File: src/core/xes_pkg.sv
// package for the exception entry sequencer: vectors, modes, flags, timing
package xes_pkg;

	// ---------------------------------------------------------------
	// processor status word layout (26-bit pc in bits 25:2)
	// ---------------------------------------------------------------
	localparam int          PSW_W        = 32;
	localparam int          BIT_IRQ_DIS  = 27;
	localparam int          BIT_FIQ_DIS  = 26;
	localparam int          MODE_HI      = 1;
	localparam int          PC_LO        = 2;
	localparam int          PC_HI        = 25;
	localparam logic [31:0] ADDR_ERR_MSK = 32'hFC00_0000;

	// ---------------------------------------------------------------
	// mode encodings and vectors
	// ---------------------------------------------------------------
	localparam logic [1:0]  MODE_USR = 2'h0;
	localparam logic [1:0]  MODE_FIQ = 2'h1;
	localparam logic [1:0]  MODE_IRQ = 2'h2;
	localparam logic [1:0]  MODE_SVC = 2'h3;

	localparam logic [25:0] VEC_RESET = 26'h000_0000;
	localparam logic [25:0] VEC_UNDEF = 26'h000_0004;
	localparam logic [25:0] VEC_SWT   = 26'h000_0008;
	localparam logic [25:0] VEC_PABT  = 26'h000_000C;
	localparam logic [25:0] VEC_DABT  = 26'h000_0010;
	localparam logic [25:0] VEC_ADDR  = 26'h000_0014;
	localparam logic [25:0] VEC_IRQ   = 26'h000_0018;
	localparam logic [25:0] VEC_FIQ   = 26'h000_001C;

	// return offsets the saved link value is built for
	localparam logic [25:0] RET_OFF_4 = 26'h000_0004;
	localparam logic [25:0] RET_OFF_8 = 26'h000_0008;

	// ---------------------------------------------------------------
	// timing: clock 100 MHz
	// ---------------------------------------------------------------
	localparam real CLK_NS          = 10.0;
	localparam real SYNC_MAX_CYC    = 2.5;
	localparam real LONGEST_INS_CYC = 18.0;
	localparam real FAULT_ENTRY_CYC = 3.0;
	localparam real FAST_ENTRY_CYC  = 2.0;
	localparam real MIN_LAG_CYC     = 3.5;
	// entry takes fast-entry cycles, rounded down, at least one
	localparam int  ENTRY_CYCLES    = (FAST_ENTRY_CYC < 1.0) ? 1 : int'($floor(FAST_ENTRY_CYC));
	localparam int  MAX_FIQ_LAT     =
		int'($floor(SYNC_MAX_CYC + LONGEST_INS_CYC + FAULT_ENTRY_CYC + FAST_ENTRY_CYC));
	localparam int  MIN_LAG         = int'($ceil(MIN_LAG_CYC));

	// ---------------------------------------------------------------
	// exception kinds, highest priority first
	// ---------------------------------------------------------------
	typedef enum logic [3:0] {
		XES_NONE, XES_RESET, XES_ADDR, XES_DABT, XES_FIQ,
		XES_IRQ, XES_PABT, XES_UNDEF, XES_SWT
	} xes_kind_t;

	typedef struct packed {
		logic [25:0] vector;
		logic [1:0]  mode;
		logic        setFiqDis;
		logic        setIrqDis;
		logic [1:0]  bank;      // link register bank
	} xes_entry_t;

	// state that the core reports at an instruction boundary
	typedef struct packed {
		logic        insEnd;       // instruction retires this cycle
		logic        swTrap;       // retiring instruction is a software trap
		logic        copInstr;     // coprocessor or undefined decode
		logic        prefetchBad;  // retiring instruction carried a fetch fault
		logic        dataXfer;     // retiring instruction moved data
		logic        isStore;
		logic [31:0] xferAddr;     // first word address
	} xes_core_t;

	// coprocessor handshake
	typedef struct packed {
		logic accept;
		logic busy;
	} xes_cop_t;

endpackage

File: src/core/xes_entry_sequencer.sv
// exception entry sequencer: arbitration, link save, mode and vector forcing
// How it works
// - reset entry: save word to supervisor link, supervisor mode, both disables, vector 0
// - undefined trap: supervisor link, supervisor mode, normal disable, vector 4
// - software trap: supervisor link, supervisor mode, normal disable, vector 8
// - aborts: supervisor link and mode, normal disable; data 10h, prefetch 0Ch
// - address fault: store becomes load, completes, supervisor entry, vector 14h
// - normal interrupt: interrupt-bank link, interrupt mode, normal disable, vector 18h
// - fast interrupt: fast-bank link, fast mode, both disables, vector 1Ch
// - link value chosen so documented return offsets resume correctly
// - offer coprocessor decodes, stall while busy, undefined trap if none accepts
// - hold input high forces no-ops; falling edge runs reset entry
// - fixed priority: reset, address/data fault, fast, normal, prefetch, undef/trap
// - memory fault input on a data cycle ignored when transfer address is illegal
// - fault plus enabled fast interrupt: fault entry then fast entry at once
// - fast interrupt latency bounded by 25.5 cycles worst case
// - minimum interrupt recognition lag is 3.5 cycles
// - active-low interrupt requests pass a synchroniser first
// - interrupts sampled at instruction end, taken only if not disabled
// - address fault when any top six address bits set, first word only
// - memory fault sampled at end of first bus phase; internal cycles ignored
`timescale 1ns/100ps
module xes_entry_sequencer
	import xes_pkg::*;
(
	// clock and reset
	input  wire logic              clk,
	input  wire logic              rst_n,
	// external pins
	input  wire logic              init_hold_input,
	input  wire logic              fast_interrupt_request_n,
	input  wire logic              normal_interrupt_request_n,
	input  wire logic              memory_fault_input,
	// bus cycle timing from the core
	input  wire logic              busPhase1End,
	input  wire logic              busInternal,
	input  wire logic              busIsFetch,
	input  wire logic              pipeFlush,
	// retiring instruction
	input  wire xes_pkg::xes_core_t core,
	input  wire logic [PSW_W-1:0]  pc_status_word,
	// coprocessor handshake
	input  wire xes_pkg::xes_cop_t cop,
	output logic                   copOffer,
	// control back to the core
	output logic                   execNop,
	output logic                   stallCore,
	output logic                   storeToLoad,
	output logic                   suppressWrite,
	// entry result
	output logic                   entryValid,
	output xes_pkg::xes_entry_t    entry,
	output logic [PSW_W-1:0]       link_register,
	output logic [PSW_W-1:0]       processor_status_word,
	output logic                   mode_select_upper,
	output logic                   mode_select_lower
);
	import xes_pkg::*;

	// ---------------------------------------------------------------
	// synchronisers
	// ---------------------------------------------------------------
	logic fiqSyncN;
	logic irqSyncN;
	logic holdSync;
	logic faultSync;

	xes_sync #(.RST_VAL(1'b1)) uFiqSync (.clk(clk), .rst_n(rst_n),
		.asyncIn(fast_interrupt_request_n), .syncOut(fiqSyncN));
	xes_sync #(.RST_VAL(1'b1)) uIrqSync (.clk(clk), .rst_n(rst_n),
		.asyncIn(normal_interrupt_request_n), .syncOut(irqSyncN));
	xes_sync #(.RST_VAL(1'b1)) uHoldSync (.clk(clk), .rst_n(rst_n),
		.asyncIn(init_hold_input), .syncOut(holdSync));
	xes_sync #(.RST_VAL(1'b0)) uFaultSync (.clk(clk), .rst_n(rst_n),
		.asyncIn(memory_fault_input), .syncOut(faultSync));

	// ---------------------------------------------------------------
	// status word and pending state
	// ---------------------------------------------------------------
	logic [PSW_W-1:0] psw_r;
	logic             holdPrev_r;
	logic             resetPend_r;
	logic             dataFault_r;
	logic             fetchFault_r;
	logic             chainFiq_r;
	logic [1:0]       entryCnt_r;

	wire addrIllegal = core.dataXfer && ((core.xferAddr & ADDR_ERR_MSK) != '0);
	wire fiqEn       = !psw_r[BIT_FIQ_DIS];
	wire irqEn       = !psw_r[BIT_IRQ_DIS];
	wire fiqReq      = !fiqSyncN && fiqEn;
	wire irqReq      = !irqSyncN && irqEn;
	wire busyEntry   = entryCnt_r != '0;

	assign execNop               = holdSync;
	assign storeToLoad           = addrIllegal && core.isStore;
	assign suppressWrite         = dataFault_r;
	assign processor_status_word = psw_r;
	assign mode_select_upper     = psw_r[MODE_HI];
	assign mode_select_lower     = psw_r[0];

	// ---------------------------------------------------------------
	// coprocessor hand-off
	// ---------------------------------------------------------------
	assign copOffer  = core.insEnd && core.copInstr && !holdSync;
	assign stallCore = holdSync || busyEntry || (copOffer && cop.accept && cop.busy);
	wire copDone     = copOffer && cop.accept && !cop.busy;
	wire undefTrap   = copOffer && !cop.accept;

	// ---------------------------------------------------------------
	// memory fault capture
	// ---------------------------------------------------------------
	always_ff @(posedge clk or negedge rst_n) begin
		if (!rst_n) begin
			dataFault_r  <= 1'b0;
			fetchFault_r <= 1'b0;
		end else begin
			// clears first so that a new fault in the same cycle wins
			if (pipeFlush)
				fetchFault_r <= 1'b0;
			if (entryValid && entry.vector == VEC_DABT)
				dataFault_r <= 1'b0;
			else if (entryValid && entry.vector == VEC_PABT)
				fetchFault_r <= 1'b0;
			if (busPhase1End && !busInternal && faultSync) begin
				if (busIsFetch)
					fetchFault_r <= 1'b1;
				else if (!addrIllegal)
					dataFault_r <= 1'b1;
			end
		end
	end

	// ---------------------------------------------------------------
	// reset hold
	// ---------------------------------------------------------------
	always_ff @(posedge clk or negedge rst_n) begin
		if (!rst_n) begin
			holdPrev_r  <= 1'b0;
			resetPend_r <= 1'b1;
		end else begin
			holdPrev_r <= holdSync;
			if (holdPrev_r && !holdSync)
				resetPend_r <= 1'b1;
			else if (entryValid && entry.vector == VEC_RESET && !holdSync)
				resetPend_r <= 1'b0;
		end
	end

	// ---------------------------------------------------------------
	// arbitration
	// ---------------------------------------------------------------
	xes_kind_t kind;
	logic      boundary;

	always_comb begin
		boundary = (core.insEnd && !(copOffer && cop.accept && cop.busy)) || chainFiq_r;
		kind     = XES_NONE;
		if (holdSync || busyEntry)
			kind = XES_NONE;
		else if (resetPend_r)
			kind = XES_RESET;
		else if (chainFiq_r)
			kind = XES_FIQ;
		else if (!boundary)
			kind = XES_NONE;
		else if (addrIllegal)
			kind = XES_ADDR;
		else if (dataFault_r)
			kind = XES_DABT;
		else if (fiqReq)
			kind = XES_FIQ;
		else if (irqReq)
			kind = XES_IRQ;
		else if (core.prefetchBad || fetchFault_r)
			kind = XES_PABT;
		else if (undefTrap)
			kind = XES_UNDEF;
		else if (core.swTrap && !copDone)
			kind = XES_SWT;
	end

	// ---------------------------------------------------------------
	// entry decode
	// ---------------------------------------------------------------
	xes_entry_t nxtEntry;
	logic [25:0] retAdj;

	always_comb begin
		nxtEntry = '{vector: VEC_RESET, mode: MODE_SVC, setFiqDis: 1'b0,
			setIrqDis: 1'b1, bank: MODE_SVC};
		retAdj   = '0;
		case (kind)
			XES_RESET: begin
				nxtEntry.setFiqDis = 1'b1;
			end
			XES_UNDEF: nxtEntry.vector = VEC_UNDEF;
			XES_SWT:   nxtEntry.vector = VEC_SWT;
			XES_PABT: begin
				nxtEntry.vector = VEC_PABT;
				retAdj          = RET_OFF_4;
			end
			XES_DABT: begin
				nxtEntry.vector = VEC_DABT;
				retAdj          = RET_OFF_8;
			end
			XES_ADDR: begin
				nxtEntry.vector = VEC_ADDR;
				retAdj          = RET_OFF_4;
			end
			XES_IRQ: begin
				nxtEntry.vector = VEC_IRQ;
				nxtEntry.mode   = MODE_IRQ;
				nxtEntry.bank   = MODE_IRQ;
				retAdj          = RET_OFF_4;
			end
			XES_FIQ: begin
				nxtEntry.vector    = VEC_FIQ;
				nxtEntry.mode      = MODE_FIQ;
				nxtEntry.bank      = MODE_FIQ;
				nxtEntry.setFiqDis = 1'b1;
				retAdj             = RET_OFF_4;
			end
			default: nxtEntry = '{vector: VEC_RESET, mode: MODE_SVC, setFiqDis: 1'b0,
				setIrqDis: 1'b1, bank: MODE_SVC};
		endcase
	end

	// saved pc field points so that return offsets resume correctly
	wire [25:0] curPc = {pc_status_word[PC_HI:PC_LO], 2'b00};
	wire [25:0] linkPc = curPc + retAdj;

	// ---------------------------------------------------------------
	// entry sequencing and status update
	// ---------------------------------------------------------------
	always_ff @(posedge clk or negedge rst_n) begin
		if (!rst_n) begin
			psw_r         <= '0;
			psw_r[1:0]    <= MODE_SVC;
			psw_r[BIT_IRQ_DIS] <= 1'b1;
			psw_r[BIT_FIQ_DIS] <= 1'b1;
			entryValid    <= 1'b0;
			entry         <= '0;
			link_register <= '0;
			entryCnt_r    <= '0;
			chainFiq_r    <= 1'b0;
		end else begin
			entryValid <= 1'b0;
			if (busyEntry)
				entryCnt_r <= entryCnt_r - 2'h1;
			if (kind != XES_NONE) begin
				entryValid    <= 1'b1;
				entry         <= nxtEntry;
				link_register <= {pc_status_word[31:26], linkPc[PC_HI:PC_LO],
					pc_status_word[1:0]};
				psw_r[1:0]    <= nxtEntry.mode;
				psw_r[PC_HI:PC_LO] <= nxtEntry.vector[PC_HI:PC_LO];
				psw_r[BIT_IRQ_DIS] <= 1'b1;
				if (nxtEntry.setFiqDis)
					psw_r[BIT_FIQ_DIS] <= 1'b1;
				entryCnt_r    <= 2'(ENTRY_CYCLES - 1);
				chainFiq_r    <= (kind == XES_ADDR || kind == XES_DABT) && fiqReq;
			end else if (!busyEntry) begin
				psw_r <= pc_status_word;
				chainFiq_r <= 1'b0;
			end
		end
	end

	// worst case: sync + longest instruction + fault entry + fast entry, rounded down = MAX_FIQ_LAT
	// fast request held by requester until mode shows fast mode; only chainFiq_r latches it, across a fault entry
endmodule

File: src/core/xes_sync.sv
// two-stage synchroniser for an asynchronous level
`timescale 1ns/100ps
module xes_sync #(
	parameter logic RST_VAL = 1'b1
) (
	// clock and reset
	input  wire logic clk,
	input  wire logic rst_n,
	// level in and out
	input  wire logic asyncIn,
	output logic      syncOut
);
	logic stage1_r;

	always_ff @(posedge clk or negedge rst_n) begin
		if (!rst_n) begin
			stage1_r <= RST_VAL;
			syncOut  <= RST_VAL;
		end else begin
			stage1_r <= asyncIn;
			syncOut  <= stage1_r;
		end
	end
endmodule

File: config.mk
export PLATFORM = sky130hd
export DESIGN_NAME = xes_entry_sequencer
export DESIGN_NICKNAME = d
export VERILOG_FILES = /design/src/core/xes_pkg.sv /design/src/core/xes_entry_sequencer.sv /design/src/core/xes_sync.sv
export SDC_FILE = /design/constraint.sdc
export NUM_CORES = 1
export LEC_CHECK = 0
export CAP_MARGIN = 10
export CELL_PAD_IN_SITES_DETAIL_PLACEMENT = 2
export CELL_PAD_IN_SITES_GLOBAL_PLACEMENT = 2
export CORE_MARGIN = 2
export CORE_UTILIZATION = 41
export CTS_CLUSTER_DIAMETER = 50
export DETAILED_ROUTE_END_ITERATION = 8
export DONT_BUFFER_PORTS = 1
export GPL_TIMING_DRIVEN = 0
export PLACE_DENSITY = 0.85
export SLEW_MARGIN = 10
export SYNTH_ARGS = -nofsm -noshare
export SYNTH_HDL_FRONTEND = slang
export SYNTH_SLANG_ARGS = --single-unit
File: constraint.sdc
create_clock -name clk -period 5.9 [get_ports clk]
set_clock_uncertainty 0.15 [all_clocks]
set_input_delay 0.885 -clock clk [delete_from_list [all_inputs] [get_ports clk]]
set_output_delay 0.885 -clock clk [all_outputs]
set_load 0.05 [all_outputs]
==> impl_metrics.ini <==
[power]
vdd_drop_max_uv = 283.9
pwr-share-clk_pct = 12.0
p_leak_nw = 2.161
p_int_mw = 1.518
combPwrFrac_pct = 29.2
finalPower_mw = 3.258
seq_power_share_pct = 58.8
power_density_nw_per_um2 = 654.2
sw_frac_of_total_pct = 53.40
p_sw_mw = 1.739

[sta]
post-route-period-util_pct = 80.83
setup_viol = 0
setup_ws_ns = 1.131
fin_tns_setup_ns = 0
hold_violations = 0
slew_headroom_pct = 41.19
rsz0062_at_grt = no
worst_slew_pin_slew_ns = 0.8700
finalCriticalPeriod_ns = 4.769
fmax_mhz = 209.7
slew_viol_final = 0

[setup_path]
critical_path_required_ns = 6.00
critPathLaunchType = primary input
worst_ep_arrival_time_ns = 4.87
path_cells = or4_4, o22ai_1, a31o_2, and2_1, clkbuf_1, nor3_1, ha_1, a21oi_1, nor4b_1, and3b_1, nand4_1, xnor2_1, mux2_4
critPathTopFamily = simple AND/OR/NAND/NOR gates
r2r_slack_ns = 1.16
r2r_start = suppressWrite$_DFF_PN0_
critPathCaptureType = flip-flop
worst-setup-path-type = primary input to flip-flop
cp_slowest_cell = nor4b_1
crit_path_max_incr_delay_ns = 0.79
critPathMaxFanout = 7
timing.rr.end = link_register[25]$_DFFE_PN0P_
worst-path-buf-inv = 1
path_depth = 13
r2r_cells = 13

[detailed_routing]
route.met3.wl_um = 981
vias = 2957
top_layer_used = met4
wl_mm = 12.03
routed_via_density = 5.466
drtIter0Drc = 69
dr.pass1.iters = 4
wl_met2_mm = 6.368
ant_nets = 0
post_drt_wl_per_cell_um = 22.24
met1Wirelength_mm = 4.503
drc = 0

[final_layout]
final_cell_mix = dfrtp_1 (76), nand2_1 (37), mux2_4 (29)
final_nets = 482
final_common_cell = dfrtp_1
area_growth_pct = 9.551
seq_area_um2 = 2191
antenna_cells = 0
drive_above_1_share_pct = 31.17
fill_cells = 1105
multi_input_area_um2 = 2057

[clock_network]
cts_hold_buf = 0
cts_root_buffer = clkbuf_8
clkLatencyLatePin_ns = 0.35
cts_resized = 0
cts_max_path_buffers = 2
clk_pin_slew_worst_paths_ns = 0.09
clock_sinks = 87
cts_made_buffers = 9
cts_tree = yes
postCtsSetupBuffers = 0
h-tree-depth = 3

[synthesis]
synth-seq-cells = 87
synthArstFlopShare_pct = 100.0
synth_cell_types = 62
synth_area_um2 = 4546
seq_area_frac_synth_pct = 48.20
synthCells = 363
synth_flop_cell = dfrtp_1
avgSynthCellArea_um2 = 12.52
synth_edf_count = 0
ys_warn_count = 0
synth_top_area_cell = dfrtp_1
yosysTopAreaCellShare_pct = 41.84
synth_area_leaders = dfrtp_1 (42%), mux2_4 (9.6%), dfstp_2 (6.4%)

[global_routing]
grt_max_degree = 88
antenna_found_initial = 0
track_usage_pct = 20.63
grt_pass1_wl_mm = 18.42
grt_pass1_vias = 3312
grt_overflow = 0

[floorplanning]
io_pins = 186
initial_core_util_pct = 41.93
die_width_um = 109.3
fp.dieH_um = 109.3
coreArea_um2 = 10840
rows = 38
dieArea_um2 = 11950

[flow_run]
maxCapViolCount = 0

[placement]
gp_congestion = 0.8520
io_buffers = 0
hpwl_mm = 9.132
dp_slack_ns = 0.7460

[outcome]
status = finished, final reports clean

[worst_hold_path]
hold_path_class = primary input to asynchronous set/reset pin
[area by class of cell]
type	instances	share of cell area, %
Sequential cell	87	43.99
Multi-Input combinational cell	248	41.31
Buffer	40	6.834
Tap cell	140	3.518
Clock buffer	13	3.191
Inverter	10	0.8040
Clock inverter	3	0.3518
[layer usage]
metal  track usage, %  vias to the layer above
li1                 -                     1318
met1            23.77                     1527
met2            36.56                       99
met3            6.402                       13
met4            6.600                        0
met5                0                        -
[registers in the layout, summed over array words and instances, names as in the netlist, 2 cells and up]
signal / count
processor_status_word: 32
link_register: 32
entry: 7
entryCnt_r: 2
[power groups by stage]
stage,Clock [mW],Sequential [mW],Combinational (mW)
after floorplan,0,1.84,0.816
after global placement,0,1.92,0.917
after detailed placement,0,1.93,0.968
after CTS,0.402,1.92,0.968
after global routing,0.425,1.96,1.04
final,0.389,1.92,0.953
[worst reg2reg max path, stage by stage, from the launching register on]
cell	delay, ns
dfrtp_1	0.62
or3_1	0.46
o22ai_1	0.27
a31o_2	0.26
and2_1	0.13
clkbuf_1	0.40
nor3_1	0.20
ha_1	0.31
a21oi_1	0.11
nor4b_1	0.79
and3b_1	0.38
nand4_1	0.16
xnor2_1	0.15
mux2_4	0.25
[how the worst max path moves through the flow]
stage	startpoint	to	slack [ns]
after floorplan	core[27]	link_register[25]$_DFFE_PN0P_	1.60
after global placement	core[27]	link_register[25]$_DFFE_PN0P_	0.86
after detailed placement	core[27]	link_register[25]$_DFFE_PN0P_	0.75
after CTS	core[27]	link_register[25]$_DFFE_PN0P_	1.13
after global routing	uHoldSync.syncOut$_DFF_PN1_	link_register[22]$_DFFE_PN0P_	0.87
final	core[27]	link_register[25]$_DFFE_PN0P_	1.13
[cell families after synthesis]
logic type      after synthesis  share of synthesized area (%)
flops                        87                          48.20
compound gates               58                          13.54
mux                          36                          11.31
xor+xnor                     23                          4.432
other cells                   1                        0.08250
simple gates                104                          12.80
buf+inv                      50                          8.368
fa+ha+maj                     4                          1.266
[cell usage after synthesis (all sizes together) (7+ instances only)]
library cell / instances
clkbuf: 7
nand2: 37
xor2: 9
dfstp: 11
xnor2: 14
dfrtp: 76
buf: 33
nor2: 11
inv: 9
nand3: 10
o2bb2ai: 21
mux2: 36
[per-stage QoR]
step           utilization [%]  hold WS [ns]  area (µm²)  instances
2_1_floorplan                -        0.1812        4628        385
3_3_place_gp             44.31        0.1841        4803        525
3_5_place_dp             44.31        0.1940        4803        525
4_1_cts                  45.94       0.04022        4980        541
5_1_grt                  45.94       0.03744        4980        541
6_report                 45.94       0.05889        4980        541
(Power assumes the default switching activity.)
